### src/smw_pkg.sv
package smw_pkg;
    localparam int NUM_CS = 8;
    localparam int CSW = 3;
    localparam int TW = 6;
    localparam int FW = 4;
    localparam logic [1:0] WAIT_OFF = 2'h0;
    localparam logic [1:0] WAIT_FROZEN = 2'h2;
    localparam logic [1:0] WAIT_READY = 2'h3;
    localparam int SYNC_STAGES = 2;
    localparam logic [TW-1:0] SC_RD_SETUP = 6'h01;
    localparam logic [TW-1:0] SC_RD_PULSE = 6'h01;
    localparam logic [TW-1:0] SC_CS_RD_SETUP = 6'h00;
    localparam logic [TW-1:0] SC_CS_RD_PULSE = 6'h02;
    localparam logic [TW-1:0] SC_RD_CYCLE = 6'h02;
    localparam logic [TW-1:0] SC_WR_SETUP = 6'h01;
    localparam logic [TW-1:0] SC_WR_PULSE = 6'h01;
    localparam logic [TW-1:0] SC_CS_WR_SETUP = 6'h00;
    localparam logic [TW-1:0] SC_CS_WR_PULSE = 6'h03;
    localparam logic [TW-1:0] SC_WR_CYCLE = 6'h03;
    localparam logic [TW-1:0] ONE = 6'h01;
    localparam logic [TW-1:0] ZERO = 6'h00;
    localparam logic [FW-1:0] FZERO = 4'h0;
    typedef enum logic [2:0] {ST_IDLE, ST_RUN, ST_SUSP, ST_FLOAT, ST_RELOAD} smw_state_t;
endpackage : smw_pkg

### src/smw_ctrl.sv
`timescale 1ns/1ns
`default_nettype none
module smw_ctrl
    import smw_pkg::*;
(
    // clock, reset, enable
    input wire logic clk,
    input wire logic rst_n,
    input wire logic ce,
    // access request
    input wire logic req_valid,
    input wire logic req_write,
    input wire logic [CSW-1:0] req_cs,
    output logic req_ready,
    output logic done,
    // per-access configuration of the selected chip select
    input wire logic [TW-1:0] rd_strobe_setup,
    input wire logic [TW-1:0] rd_strobe_pulse,
    input wire logic [TW-1:0] cs_read_setup,
    input wire logic [TW-1:0] cs_read_pulse,
    input wire logic [TW-1:0] read_cycle_len,
    input wire logic [TW-1:0] wr_strobe_setup,
    input wire logic [TW-1:0] wr_strobe_pulse,
    input wire logic [TW-1:0] cs_write_setup,
    input wire logic [TW-1:0] cs_write_pulse,
    input wire logic [TW-1:0] write_cycle_len,
    input wire logic read_by_strobe,
    input wire logic write_by_strobe,
    input wire logic [1:0] ext_wait_select,
    input wire logic float_opt_en,
    input wire logic [FW-1:0] float_cycles,
    // power management
    input wire logic slow_clock,
    // memory pins
    input wire logic ext_wait_n,
    output logic [NUM_CS-1:0] chip_sel_n,
    output logic read_strobe_n,
    output logic write_strobe_n,
    // status
    output logic suspended
);
    // ------------------------------------------------------------
    // timing parameters and state
    // ------------------------------------------------------------
    typedef struct packed {
        logic [TW-1:0] s_setup;
        logic [TW-1:0] s_pulse;
        logic [TW-1:0] c_setup;
        logic [TW-1:0] c_pulse;
        logic [TW-1:0] cycle;
    } smw_tim_t;

    typedef struct packed {
        smw_state_t st;
        logic wr;
        logic by_strobe;
        logic [1:0] wmode;
        logic [CSW-1:0] cs;
        smw_tim_t tim;
        logic [TW-1:0] cnt;
        logic [FW-1:0] fcnt;
        logic slow_seen;
        logic [NUM_CS-1:0] cs_n;
        logic rd_n;
        logic wr_n;
        logic rdy;
        logic done;
        logic susp;
    } smw_regs_t;

    smw_regs_t r_reg, r_next;
    logic wait_sync_n;

    smw_wait_sync u_sync (
        .clk(clk),
        .rst_n(rst_n),
        .ce(ce),
        .ext_wait_n(ext_wait_n),
        .wait_sync_n(wait_sync_n)
    );

    // strobe is low while count lies in [setup, setup+pulse)
    function automatic logic in_pulse(input logic [TW-1:0] c, input logic [TW-1:0] s,
                                      input logic [TW-1:0] p);
        in_pulse = (c >= s) && (c < s + p);
    endfunction : in_pulse

    // ------------------------------------------------------------
    // next state
    // ------------------------------------------------------------
    logic ctl_pulse;
    logic ctl_last;
    logic [TW-1:0] ctl_end;
    logic [TW-1:0] hold_len;
    logic [FW-1:0] float_left;
    always_comb begin
        r_next = r_reg;
        r_next.done = 1'b0;
        ctl_end = r_reg.by_strobe ? r_reg.tim.s_setup + r_reg.tim.s_pulse
                                  : r_reg.tim.c_setup + r_reg.tim.c_pulse;
        ctl_pulse = r_reg.by_strobe ? in_pulse(r_reg.cnt, r_reg.tim.s_setup, r_reg.tim.s_pulse)
                                    : in_pulse(r_reg.cnt, r_reg.tim.c_setup, r_reg.tim.c_pulse);
        ctl_last = ctl_pulse && (r_reg.cnt + ONE == ctl_end);
        hold_len = r_reg.tim.cycle - ctl_end;
        float_left = (hold_len >= {2'h0, float_cycles}) ? FZERO
                   : FW'(float_cycles - hold_len[FW-1:0]);
        unique case (r_reg.st)
            ST_IDLE: begin
                if (slow_clock != r_reg.slow_seen) begin
                    r_next.st = ST_RELOAD;
                    r_next.rdy = 1'b0;
                end else if (req_valid && r_reg.rdy) begin
                    r_next.rdy = 1'b0;
                    r_next.wr = req_write;
                    r_next.cs = req_cs;
                    r_next.cnt = ZERO;
                    r_next.st = ST_RUN;
                    if (slow_clock) begin
                        // the same built-in set for every chip select
                        r_next.wmode = WAIT_OFF;
                        r_next.by_strobe = 1'b1;
                        r_next.tim = req_write
                            ? '{SC_WR_SETUP, SC_WR_PULSE, SC_CS_WR_SETUP, SC_CS_WR_PULSE,
                                SC_WR_CYCLE}
                            : '{SC_RD_SETUP, SC_RD_PULSE, SC_CS_RD_SETUP, SC_CS_RD_PULSE,
                                SC_RD_CYCLE};
                    end else begin
                        r_next.wmode = ext_wait_select;
                        r_next.by_strobe = req_write ? write_by_strobe : read_by_strobe;
                        r_next.tim = req_write
                            ? '{wr_strobe_setup, wr_strobe_pulse, cs_write_setup,
                                cs_write_pulse, write_cycle_len}
                            : '{rd_strobe_setup, rd_strobe_pulse, cs_read_setup,
                                cs_read_pulse, read_cycle_len};
                    end
                end
            end
            ST_RUN: begin
                if (r_reg.wmode == WAIT_FROZEN && ctl_pulse && !wait_sync_n) begin
                    r_next.susp = 1'b1;
                end else if (r_reg.wmode == WAIT_READY && ctl_last && !wait_sync_n) begin
                    r_next.st = ST_SUSP;
                    r_next.susp = 1'b1;
                end else begin
                    r_next.susp = 1'b0;
                    r_next.cnt = r_reg.cnt + ONE;
                    if (r_reg.cnt + ONE >= r_reg.tim.cycle) begin
                        r_next.done = 1'b1;
                        if (!r_reg.wr && !float_opt_en && float_left != FZERO) begin
                            r_next.fcnt = float_left;
                            r_next.st = ST_FLOAT;
                        end else begin
                            r_next.st = ST_IDLE;
                            r_next.rdy = 1'b1;
                        end
                    end
                end
            end
            ST_SUSP: begin
                if (wait_sync_n) begin
                    r_next.susp = 1'b0;
                    r_next.cnt = r_reg.cnt + ONE;
                    r_next.st = ST_RUN;
                end
            end
            ST_FLOAT: begin
                r_next.fcnt = r_reg.fcnt - 4'h1;
                if (r_reg.fcnt == 4'h1) begin
                    r_next.st = ST_IDLE;
                    r_next.rdy = 1'b1;
                end
            end
            ST_RELOAD: begin
                r_next.slow_seen = slow_clock;
                r_next.st = ST_IDLE;
                r_next.rdy = 1'b1;
            end
        endcase
        // pin levels follow the counter; frozen state keeps them unchanged
        r_next.cs_n = '1;
        r_next.rd_n = 1'b1;
        r_next.wr_n = 1'b1;
        if (r_next.st == ST_RUN || r_next.st == ST_SUSP) begin
            r_next.cs_n[r_next.cs] = !in_pulse(r_next.cnt, r_next.tim.c_setup,
                                               r_next.tim.c_pulse);
            if (r_next.wr) begin
                r_next.wr_n = !in_pulse(r_next.cnt, r_next.tim.s_setup, r_next.tim.s_pulse);
            end else begin
                r_next.rd_n = !in_pulse(r_next.cnt, r_next.tim.s_setup, r_next.tim.s_pulse);
            end
        end
    end

    // ------------------------------------------------------------
    // registers
    // ------------------------------------------------------------
    always_ff @(posedge clk) begin
        if (!rst_n) begin
            r_reg <= '{st: ST_IDLE, cs_n: '1, rd_n: 1'b1, wr_n: 1'b1, rdy: 1'b1,
                       default: '0};
        end else if (ce) begin
            r_reg <= r_next;
        end
    end

    assign req_ready = r_reg.rdy;
    assign done = r_reg.done;
    assign chip_sel_n = r_reg.cs_n;
    assign read_strobe_n = r_reg.rd_n;
    assign write_strobe_n = r_reg.wr_n;
    assign suspended = r_reg.susp;
endmodule : smw_ctrl
`default_nettype wire

### src/smw_wait_sync.sv
`timescale 1ns/1ns
`default_nettype none
module smw_wait_sync
    import smw_pkg::*;
(
    // clock and reset
    input wire logic clk,
    input wire logic rst_n,
    input wire logic ce,
    // wait pin and synchronised level
    input wire logic ext_wait_n,
    output logic wait_sync_n
);
    typedef struct packed {
        logic [SYNC_STAGES-1:0] stage;
    } smw_sync_t;
    smw_sync_t s_reg, s_next;
    always_comb begin
        s_next = s_reg;
        s_next.stage = {s_reg.stage[SYNC_STAGES-2:0], ext_wait_n};
    end
    always_ff @(posedge clk) begin
        if (!rst_n) begin
            s_reg <= '1;
        end else if (ce) begin
            s_reg <= s_next;
        end
    end
    assign wait_sync_n = s_reg.stage[SYNC_STAGES-1];
endmodule : smw_wait_sync
`default_nettype wire

### config.mk
export PLATFORM = sky130hd
export DESIGN_NAME = smw_ctrl
export DESIGN_NICKNAME = d
export VERILOG_FILES = /design/src/smw_pkg.sv /design/src/smw_ctrl.sv /design/src/smw_wait_sync.sv
export SDC_FILE = /design/constraint.sdc
export NUM_CORES = 1
export LEC_CHECK = 0
export ABC_AREA = 0
export BUFFER_PORTS_ARGS = -buffer_cell sky130_fd_sc_hd__buf_2
export CAP_MARGIN = 25
export CORE_UTILIZATION = 53
export CTS_BUF_LIST = sky130_fd_sc_hd__clkbuf_8 sky130_fd_sc_hd__clkbuf_16
export DETAILED_ROUTE_END_ITERATION = 7
export GPL_TIMING_DRIVEN = 0
export HOLD_SLACK_MARGIN = 0.03
export PLACE_DENSITY = 0.73
export SLEW_MARGIN = 20
export SYNTH_ARGS = -nofsm -noshare
export SYNTH_HDL_FRONTEND = slang
export SYNTH_SLANG_ARGS = --single-unit
### constraint.sdc
create_clock -name clk -period 5.45 [get_ports clk]
set_input_delay 1.09 -clock clk [delete_from_list [all_inputs] [get_ports clk]]
set_output_delay 1.09 -clock clk [all_outputs]
set_load 0.005 [all_outputs]
==> out/qor.txt, run 1 <==
Instance count of the mapped netlist = 874
Synth Area in XOR/XNOR = 4.77%
Vias in the first global route = 6004
Drt via density = 5.69
Synthesized-area fraction occupied by adder cells = 18.0%
Cells after DPL = 1132
Drt total wl = 19300 µm
Detailed-route via count = 6533
Worst min-delay path class = register to register
RSZ-0062 raised after global routing = false
Skew final = 0.00839 ns
CP max FO = 8
CP arrival = 5.32 ns
CTS tree = yes
Hold path start = done$_SDFFE_PN0P_
R2R setup slack = 0.35 ns
Largest net degree at the start of global routing = 14
WHS Endpoint = done$_SDFFE_PN0P_
Final instance area = 7630 µm²
Reg clk slew, reported paths = 0.06 ns
Final Critical Period = 5.10 ns
Number of synthesized flops with an enable pin = 0
Top FF cell, synth = dfxtp_1
Layout cells sized above 1 = 16.2%
Status = completed
CP Data Required Time = 5.68 ns
DP HPWL = 15000 µm
Remaining DRCs = 0
First-pass GRT wire length = 30600 µm
Final Hold Violating Endpoints = 0
Die H = 113 µm
Seq/Total Area, Yosys = 20.1%
Row count = 40
Cts bufs inserted = 9
Simple-gate share of the synthesized area = 22.5%
CTS H-Tree Depth = 3
Synth unique cells = 73
RR Endpoint = chip_sel_n[5]$_SDFFE_PN1P_
Synth Cell Area = 6580 µm²
Mean Syn Cell Area = 7.53 µm²
Final worst-path setup slack = 0.353 ns
# port buffers = 90
Peak supply drop = 0.000132 V
Global route total overflow = 0
Gpl congestion = 0.939
Ys Warns = 0
Setup WS pre-CTS = -0.681 ns
Crit path capture type = register
Hold Path Depth = 2
Startpoint Class = register
WHS = 0.462 ns
Sink Count = 66
Clock Tree Root = clkbuf_16
Core area = 12100 µm²
Ant diodes = 0
Static Leak = 3.30 nW
F_max = 196 MHz
FILL cells = 1103
Max-slew headroom = 46.4%
Nets = 1145
Die area = 12900 µm²
Post-layout instance count excluding filler cells = 1148
First-pass DRT Iterations = 5
Io pins = 92
Worst skew pair latency = 0.35 ns
Endpoints failing setup = 0
WL/cell = 16.8 µm
Post-Route Setup TNS = 0 ns
Post-synthesis register bit count = 66
Initial antenna violation count = 0
Main combinational cell family by area after synthesis = simple AND/OR/NAND/NOR gates
Max Slew Vio Count = 0
Tot GR Track Use = 31.0%
Pwr dens = 216 nW/µm²
Area Growth Syn to Fin = 15.9%
Max Cap Viol = 0
Hold buffers post-CTS = 0
Slew @ Worst Pin = 0.804 ns
Post-synthesis compound-gate area fraction = 21.7%
Ys async rst share = 0%
Clk buf depth = 2
Mux share of post-synthesis cell area = 6.52%
Tcrit/Tclk final = 93.5%
Placed inst area = 7240 µm²
Max reg flops = 51
DRC marker count from the first detailed-route iteration = 456
Initial Utilization = 54.5%
RR Startpoint = r_reg[37]$_SDFFE_PN0P_
FF-to-FF path depth = 23
Net count after synthesis = 1044
Die W = 113 µm
Antenna Violating Nets Remaining = 0
WS Path Type = register to register
-- cells in the mapped netlist (5+ instances only) --
cell	n	area (µm²)
a211oi_1	21	158
a21boi_0	10	75.1
a21o_1	11	82.6
a21oi_1	78	390
a31oi_1	7	43.8
buf_1	5	18.8
buf_4	8	60.1
clkbuf_1	28	105
dfxtp_1	66	1320
fa_1	6	120
ha_1	85	1060
inv_1	55	206
mux2i_1	38	380
nand2_1	120	450
nand2b_1	16	100
nand3_1	10	50.1
nand4_1	6	37.5
nor2_1	101	379
nor2b_1	13	81.3
nor3_1	17	85.1
nor3b_1	8	60.1
o21ai_0	38	190
or2_2	6	37.5
xnor2_1	20	175
xor2_1	14	123
-- through the flow --
stage	total power [W]	util (%)
floorplan	0.000846	-
global placement	0.000975	60.0
detailed placement	0.000983	60.0
CTS	0.00165	62.8
global route	0.00173	63.2
finish	0.00165	63.2
-- cells in the final DEF, fill, tap and decap left out, drive strengths merged, types with 6 or more instances in the layout --
cell type and count:
a211oi 23, a21boi 10, a21o 11, a21oi 78
a31oi 8, buf 106, clkbuf 37, dfxtp 66
fa 6, ha 85, inv 58, mux2i 38
nand2 120, nand2b 16, nand3 11, nand4 6
nor2 102, nor2b 13, nor3 18, nor3b 8
o21ai 38, or2 6, xnor2 20, xor2 15
-- area by class of cell --
| cell class | instances | area (µm²) | share of cell area, % |
|---|---|---|---|
| Inverter | 57 | 214 | 2.81 |
| Sequential cell | 66 | 1320 | 17.3 |
| Timing Repair Buffer | 91 | 458 | 6.00 |
| Tap cell | 168 | 210 | 2.76 |
| Clock buffer | 9 | 225 | 2.95 |
| Multi-Input combinational cell | 707 | 4880 | 64.0 |
| Buffer | 43 | 216 | 2.84 |
| Clock inverter | 7 | 100 | 1.31 |
-- routing by layer --
layer / GRT usage, % / up-vias / wire, µm
met4: 13.1 / 0 / 737
met1: 38.5 / 2987 / 8340
met5: 0 / - / 0
met3: 6.64 / 43 / 1440
met2: 52.0 / 244 / 8760
li1: - / 3259 / -
-- critical path, stage by stage (launching register included) --
cell and delay (ns):
dfxtp_1 0.42, ha_1 0.26, a211oi_1 0.33, nor3b_2 0.14, o21a_1 0.19, nor2_1 0.12
xnor2_1 0.09, ha_1 0.20, nor4b_2 0.25, nand2_1 0.08, o21ai_0 0.19, a32oi_2 0.25
o311ai_2 0.39, a21o_1 0.26, a21oi_1 0.07, a21oi_2 0.32, ha_1 0.30, a21oi_1 0.18
nor2b_1 0.06, o21ai_0 0.17, nand4_1 0.18, a211oi_4 0.23, buf_4 0.19, a31oi_1 0.09
-- worst max path at each step --
stage	from	slack (ns)	depth (start not counted)	endpoint
after floorplan	slow_clock	0.40	22	chip_sel_n[5]$_SDFFE_PN1P_
after global placement	req_write	-0.58	21	chip_sel_n[5]$_SDFFE_PN1P_
after detailed placement	req_write	-0.68	18	write_strobe_n$_SDFFE_PN1P_
after CTS	slow_clock	0.009	18	write_strobe_n$_SDFFE_PN1P_
after global routing	r_reg[48]$_SDFFE_PN0P_	0.003	23	chip_sel_n[7]$_SDFFE_PN1P_
final	r_reg[37]$_SDFFE_PN0P_	0.35	23	chip_sel_n[5]$_SDFFE_PN1P_
-- logic make-up (layout without fill, tap and decap cells) --
| logic type | after synthesis | after routing |
|---|---|---|
| multiplexers | 42 | 42 |
| adder cells (fa/ha/maj) | 91 | 91 |
| buffers and inverters | 101 | 207 |
| flip-flops | 66 | 66 |
| AND/OR/NAND/NOR | 322 | 322 |
| XOR/XNOR | 35 | 35 |
| AO/OA/AOI/OAI | 217 | 217 |
-- power by group --
| group | internal (W) | switching (W) | total (W) | leakage [nW] |
|---|---|---|---|---|
| sequential | 0.000498 | 0.0000165 | 0.000514 | 0.535 |
| clock | 0.000405 | 0.000253 | 0.000657 | 0.160 |
| combinational | 0.000192 | 0.000286 | 0.000478 | 2.60 |
| total | 0.00109 | 0.000555 | 0.00165 | 3.30 |
-- timing repair --
action / CTS / global route
buffers inserted: 0 / 1
pin swaps: 0 / 2
setup endpoints to repair: 10 / 10
resized for setup: 6 / 16
(Power assumes the default switching activity.)
==> inputs of run 2 (changes only) <==
--- a/config.mk
+++ b/config.mk
@@ -13,8 +13,9 @@
 export DETAILED_ROUTE_END_ITERATION = 7
 export GPL_TIMING_DRIVEN = 0
 export HOLD_SLACK_MARGIN = 0.03
-export PLACE_DENSITY = 0.73
+export PLACE_DENSITY = 0.75
 export SLEW_MARGIN = 20
 export SYNTH_ARGS = -nofsm -noshare
 export SYNTH_HDL_FRONTEND = slang
+export SYNTH_HIERARCHICAL = 1
 export SYNTH_SLANG_ARGS = --single-unit
==> run 2 against run 1 <==
Combinational power increased by 20%. Sequential power about the same. Setup slack got worse by 0.19 ns. Critical path type unchanged. Critical endpoint is now chip_sel_n[0]$_SDFFE_PN1P_. Largest power group unchanged.
==> out/qor.txt, run 2 <==
Status = completed
Die area = 12900 µm² (+0.21%)
Synth unique cells = 71 (-2.7%)
Placed inst area = 7260 µm² (+0.31%)
Crit path to = chip_sel_n[0]$_SDFFE_PN1P_
Switching pwr = 0.000597 W (+7.5%)
Largest cells by area after synthesis = dfxtp_1, ha_1, mux2i_1
RR Endpoint = chip_sel_n[0]$_SDFFE_PN1P_
Max reg flops = 51 (unchanged)
Global route total overflow = 0 (unchanged)
Detailed-route via count = 6629 (+1.5%)
Drt via density = 5.77 (+1.4%)
Top FF cell, synth = dfxtp_1
Endpoints failing setup = 0 (unchanged)
Seq/Total Area, Yosys = 20.0% (-0.042 points)
Ant diodes = 0 (unchanged)
Pwr Total = 0.00170 W (+3.3%)
Skew final = 0.00537 ns (-0.00302 ns)
Static Leak = 3.45 nW (+4.5%)
Hold buffers post-CTS = 0 (unchanged)
Clock share of power = 36.0% (-3.8 points)
Peak supply drop = 0.000153 V (+16%)
Met3 Wirelength = 1210 µm (-16%)
Most frequent cells in the layout = nand2_1, buf_2, nor2_1
RR Startpoint = r_reg[49]$_SDFFE_PN0P_
Tot GR Track Use = 30.1% (-0.86 points)
Clock Tree Root = clkbuf_16
Startpoint Class = register
Cts bufs inserted = 9 (unchanged)
Worst min-delay path class = register to register
Die H = 114 µm (+0.11%)
Sink Count = 66 (unchanged)
Gpl congestion = 0.909 (-3.2%)
Die W = 114 µm (+0.11%)
Layout cells sized above 1 = 19.0% (+2.7 points)
Crit path from = r_reg[49]$_SDFFE_PN0P_
Vias in the first global route = 6048 (+0.73%)
Seq pwr share = 30.3% (-0.9 points)
DRC marker count from the first detailed-route iteration = 499 (+9.4%)
Reg clk slew, reported paths = 0.06 ns (about the same)
Pint = 0.00111 W (+1.2%)
Core area = 12100 µm² (unchanged)
Nets = 1147 (+0.17%)
Net count after synthesis = 1038 (-0.57%)
Antenna Violating Nets Remaining = 0 (unchanged)
Cells after DPL = 1126 (-0.53%)
Area Growth Syn to Fin = 19.1%
Max-slew headroom = 45.8% (-0.67 points)
Initial antenna violation count = 0 (unchanged)
Crit path capture type = register
R2R setup slack = 0.17 ns (-0.19 ns)
Worst skew pair latency = 0.35 ns (about the same)
DP HPWL = 14800 µm (-1.4%)
Ys async rst share = 0% (unchanged)
Synth Cell Area = 6590 µm² (+0.21%)
Post-synthesis register bit count = 66 (unchanged)
FILL cells = 1083 (-1.8%)
CP max FO = 8 (unchanged)
Pwr dens = 217 nW/µm² (+0.36%)
CTS tree = yes
Sw Ratio = 35.0% (+1.4 points)
WS Path Type = register to register
Area share of the largest cell type after synthesis = 20.0% (-0.042 points)
CP Data Required Time = 5.72 ns (+0.04 ns)
Row count = 40 (unchanged)
Final Critical Period = 5.28 ns (+0.188 ns)
RSZ-0062 raised after global routing = true
Io pins = 92 (unchanged)
Max Cap Viol = 0 (unchanged)
Drt total wl = 19100 µm (-0.82%)
Largest net degree at the start of global routing = 21 (+7)
WL/cell = 16.6 µm (-0.91%)
Post-layout instance count excluding filler cells = 1149 (+0.087%)
Commonest cells post-synth = nand2_1, nor2_1, a21oi_1
CTS H-Tree Depth = 3 (unchanged)
Most frequent cell after synthesis = nand2_1
F_max = 189 MHz (-3.5%)
Clk buf depth = 2 (unchanged)
Tcrit/Tclk final = 97.0% (+3.4 points)
Slew @ Worst Pin = 0.814 ns (+0.0100 ns)
Ys Warns = 6 (+6)
# port buffers = 90 (unchanged)
Number of synthesized flops with an enable pin = 0 (unchanged)
Mean Syn Cell Area = 7.60 µm² (+0.90%)
Final Hold Violating Endpoints = 0 (unchanged)
Met2 WL = 8460 µm (-3.4%)
Max Used Layer = met4
Most common cell after layout, fill and taps aside = nand2_1
Remaining DRCs = 0 (unchanged)
Instance count of the mapped netlist = 868 (-0.69%)
Combinational power share = 33.7% (+4.7 points)
CP arrival = 5.56 ns (+0.24 ns)
Met1 wire length = 8700 µm (+4.3%)
Final instance area = 7850 µm² (+3.0%)
FF-to-FF path depth = 27 (+17%)
Max Slew Vio Count = 0 (unchanged)
First-pass GRT wire length = 30000 µm (-1.8%)
Yosys top cell by area = dfxtp_1
Initial Utilization = 54.7% (+0.11 points)
First-pass DRT Iterations = 6 (+1)
## run 2: cell types whose count changed after synthesis, sizes merged, moves of 9 or more
cell / change
a31oi: +10
a21boi: -9
nand2: -13
nor2: -13
nor4: +9
a211oi: -12
## run 2: worst min path at each step
stage	to	depth (start not counted)	startpoint
3_3_place_gp	u_sync/s_reg[1]$_SDFFE_PN1P_	2	u_sync/s_reg[0]$_SDFFE_PN1P_
5_1_grt	u_sync/s_reg[1]$_SDFFE_PN1P_	2	u_sync/s_reg[0]$_SDFFE_PN1P_
4_1_cts	u_sync/s_reg[1]$_SDFFE_PN1P_	2	u_sync/s_reg[0]$_SDFFE_PN1P_
6_report	u_sync/s_reg[0]$_SDFFE_PN1P_	2	u_sync/s_reg[0]$_SDFFE_PN1P_
2_1_floorplan	u_sync/s_reg[0]$_SDFFE_PN1P_	2	u_sync/s_reg[0]$_SDFFE_PN1P_
3_5_place_dp	u_sync/s_reg[0]$_SDFFE_PN1P_	2	u_sync/s_reg[0]$_SDFFE_PN1P_
## run 2: critical path, stage by stage, from the launching register on
cell and delay [ns]:
dfxtp_2 0.38, ha_4 0.22, a211o_1 0.25, o211ai_1 0.14
nand2b_1 0.11, a21oi_2 0.14, xnor2_1 0.08, ha_1 0.31
and3_1 0.18, a2111o_1 0.47, or4b_4 0.51, o31ai_4 0.09
a41oi_4 0.10, a31oi_1 0.22, or2_1 0.16, buf_6 0.13
o21ai_2 0.07, a21oi_2 0.23, ha_1 0.28, nor2b_4 0.13
o21ai_1 0.11, nand2b_1 0.09, a21oi_2 0.14, nor2b_1 0.05
o211ai_1 0.15, buf_4 0.21, nor4_1 0.08, a31oi_1 0.17
## run 2: cell families after synthesis
kind of cell / count (synthesis) / synth area share, %
and+or+nand+nor: 301 / 21.2
AOI/OAI and AO/OA: 215 / 21.4
buffers and inverters: 109 / 6.85
adders and majority gates: 91 / 18.0
DFF: 66 / 20.0
muxes: 50 / 7.67
xor gates and xnor gates: 36 / 4.90
## run 2: timing repair
action                                  CTS  global route
setup buffers                             6             5
endpoints found under the setup margin   10            10
pin swaps                                 6            20
resized for setup                        18            40
## run 2: final cells by class
type	count	area [µm²]	area share, %
Inverter	63	236	3.01
Tap cell	168	210	2.68
Clock inverter	4	51.3	0.653
Clock buffer	11	253	3.22
Multi-Input combinational cell	693	5020	63.9
Buffer	43	214	2.72
Timing Repair Buffer	101	533	6.79
Sequential cell	66	1340	17.0
## run 2: power by group through the flow
stage	clock network, W	logic, W	registers (W)
after global placement	0	0.000515	0.000526
after CTS	0.000613	0.000544	0.000516
after detailed placement	0	0.000522	0.000526
after floorplan	0	0.000383	0.000521
final	0.000613	0.000575	0.000517
after global routing	0.000630	0.000637	0.000518
## run 2: per-stage QoR
stage          setup slack (ns)  hold WS [ns]  setup TNS, ns  util, %
5_1_grt                  -0.100         0.502         -0.337     65.1
2_1_floorplan            0.0339         0.440              0        -
6_report                  0.165         0.477              0     65.1
3_3_place_gp              -1.02         0.458          -9.13     60.2
4_1_cts                  0.0210         0.476              0     63.6
3_5_place_dp              -1.08         0.462          -9.61     60.2
## run 2: per-layer routing
metal	up-vias	track usage, %
li1	3280	-
met1	3018	38.9
met2	284	48.5
met3	47	5.63
met4	0	14.2
met5	-	0
==> inputs of run 3 (changes only) <==
--- a/config.mk
+++ b/config.mk
@@ -13,8 +13,8 @@
 export DETAILED_ROUTE_END_ITERATION = 7
 export GPL_TIMING_DRIVEN = 0
 export HOLD_SLACK_MARGIN = 0.03
-export PLACE_DENSITY = 0.75
-export SLEW_MARGIN = 20
+export PLACE_DENSITY = 0.77
+export SKIP_CTS_REPAIR_TIMING = 1
 export SYNTH_ARGS = -nofsm -noshare
 export SYNTH_HDL_FRONTEND = slang
 export SYNTH_HIERARCHICAL = 1
==> constraint.sdc (replaced) <==
create_clock -name clk -period 4.6 [get_ports clk]
set_input_delay 0.92 -clock clk [delete_from_list [all_inputs] [get_ports clk]]
set_output_delay 0.92 -clock clk [all_outputs]
set_load 0.005 [all_outputs]
==> run 3 against run 2 <==
The run now ends with negative setup slack left. Final area up 2.7%. Hold slack worse by 0.0039 ns. Count of clock-buffer cells in the layout down 2. Via count up 0.75%. Sequential share of layout area down 0.45 points. Power up 25%. Critical path depth unchanged.
==> out/qor.txt, run 3 (synthesis gave the netlist of run 2 again) <==
Status = finished with violations
Failing checks = negative setup slack
WS Path Type = register to register
Clk buf depth = 2 (unchanged)
Pwr Total = 0.00214 W (+25%)
Reg clk slew, reported paths = 0.06 ns (about the same)
Core area = 12100 µm² (unchanged)
Ant diodes = 0 (unchanged)
CP Data Required Time = 4.87 ns (-0.85 ns)
Worst skew pair latency = 0.35 ns (about the same)
Setup WS pre-CTS = -1.20 ns (-0.116 ns)
Io pins = 92 (unchanged)
WHS = 0.473 ns (-0.00392 ns)
CTS H-Tree Depth = 3 (unchanged)
Gpl congestion = 0.912 (+0.35%)
Row count = 40 (unchanged)
Most common cell after layout, fill and taps aside = nand2_1
Die area = 12900 µm² (unchanged)
R2R setup slack = -0.73 ns (-0.90 ns)
CP max FO = 8 (unchanged)
Max Slew Vio Count = 0 (unchanged)
Tot GR Track Use = 30.4% (+0.24 points)
Die W = 114 µm (unchanged)
Endpoints failing setup = 10 (+10)
Max-slew headroom = 47.7% (+2.0 points)
F_max = 188 MHz (-0.87%)
First-pass GRT wire length = 30500 µm (+1.7%)
Footprint of the multi-input gates = 5110 µm² (+1.9%)
Global route total overflow = 0 (unchanged)
Startpoint Class = register
WL/cell = 16.9 µm (+1.5%)
Critical path's slowest cell = or4b_4
# port buffers = 90 (unchanged)
Max Cap Viol = 0 (unchanged)
Final worst-path setup slack = -0.731 ns (-0.896 ns)
Sink Count = 66 (unchanged)
Fin util = 66.9% (+1.8 points)
Antenna Violating Nets Remaining = 0 (unchanged)
CTS tree = yes
Drt total wl = 19600 µm (+2.5%)
Nets = 1157 (+0.87%)
RSZ-0062 raised after global routing = true
FILL cells = 1064 (-1.8%)
Most frequent cells in the layout = nand2_1, buf_2, nor2_1
Tcrit/Tclk final = 116% (+19 points)
Final Critical Period = 5.33 ns (+0.0461 ns)
Slew @ Worst Pin = 0.781 ns (-0.0322 ns)
Max reg flops = 51 (unchanged)
Crit path capture type = register
Largest net degree at the start of global routing = 13 (-38%)
Final Hold Violating Endpoints = 0 (unchanged)
Drt via density = 5.76 (-0.20%)
First-pass DRT Iterations = 5 (-1)
DRC marker count from the first detailed-route iteration = 547 (+9.6%)
Remaining DRCs = 0 (unchanged)
Pwr dens = 265 nW/µm² (+22%)
Skew final = 0.00764 ns (+0.00227 ns)
Clock Tree Root = clkbuf_16
Peak supply drop = 0.000221 V (+44%)
Static Leak = 3.53 nW (+2.5%)
Initial Utilization = 54.7% (unchanged)
Vias in the first global route = 6136 (+1.5%)
Detailed-route via count = 6679 (+0.75%)
Post-Route Setup TNS = -6.97 ns (-6.97 ns)
Die H = 114 µm (unchanged)
Cts bufs inserted = 9 (unchanged)
Layout cells sized above 1 = 20.9% (+1.9 points)
Register area = 1340 µm² (unchanged)
CP arrival = 5.60 ns (+0.04 ns)
Initial antenna violation count = 0 (unchanged)
Worst min-delay path class = register to register
Crit path largest cell delay = 0.51 ns (about the same)
DP HPWL = 14800 µm (about the same)
Area Growth Syn to Fin = 22.4%
[run 3: cell types whose count changed in the layout (fill, tap and decap cells not counted), moves of 3 or more]
cell	delta
buf_4	+6
ha_4	+4
ha_1	-3
dfxtp_2	+3
[run 3: layout make-up]
type | instances | area share [%]
tap | 168 | 2.61
buffer | 46 | 2.95
multi-input combinational | 693 | 63.4
clock inverter | 7 | 1.46
timing repair buffer | 108 | 7.30
inverter | 63 | 2.93
sequential | 66 | 16.6
clock buffer | 9 | 2.79
[run 3: worst max-delay path, delay by kind of cell (launching register included)]
| family | cells | cell delay, ns |
|---|---|---|
| buf+inv | 2 | 0.34 |
| xor+xnor | 1 | 0.09 |
| compound gates | 13 | 2.39 |
| simple gates | 8 | 1.26 |
| fa+ha+maj | 3 | 0.78 |
| flops | 1 | 0.36 |
[run 3: final timing paths]
kind,from,endpoint,depth (start not counted)
max,r_reg[49]$_SDFFE_PN0P_,chip_sel_n[2]$_SDFFE_PN1P_,27
min,u_sync/s_reg[0]$_SDFFE_PN1P_,u_sync/s_reg[1]$_SDFFE_PN1P_,2
max reg2reg,r_reg[49]$_SDFFE_PN0P_,chip_sel_n[2]$_SDFFE_PN1P_,27
min reg2reg,u_sync/s_reg[0]$_SDFFE_PN1P_,u_sync/s_reg[1]$_SDFFE_PN1P_,2
[run 3: where the power goes]
part           total, W  internal, W  switching [W]
combinational  0.000718     0.000293       0.000425
sequential     0.000612     0.000591      0.0000210
clock          0.000810     0.000529       0.000280
[run 3: metal layers]
metal | global-route usage [%] | vias to the layer above | share of wire (%)
li1 | - | 3300 | -
met1 | 39.5 | 3056 | 44
met2 | 49.6 | 274 | 46
met3 | 5.47 | 49 | 6.3
met4 | 12.5 | 0 | 3.9
met5 | 0 | - | 0
[run 3: stage by stage]
stage	cells	instance area, µm²
final	1160	8070
after CTS	1142	7700
after detailed placement	1126	7360
after global routing	1160	8070
after floorplan	868	6700
after global placement	1126	7360
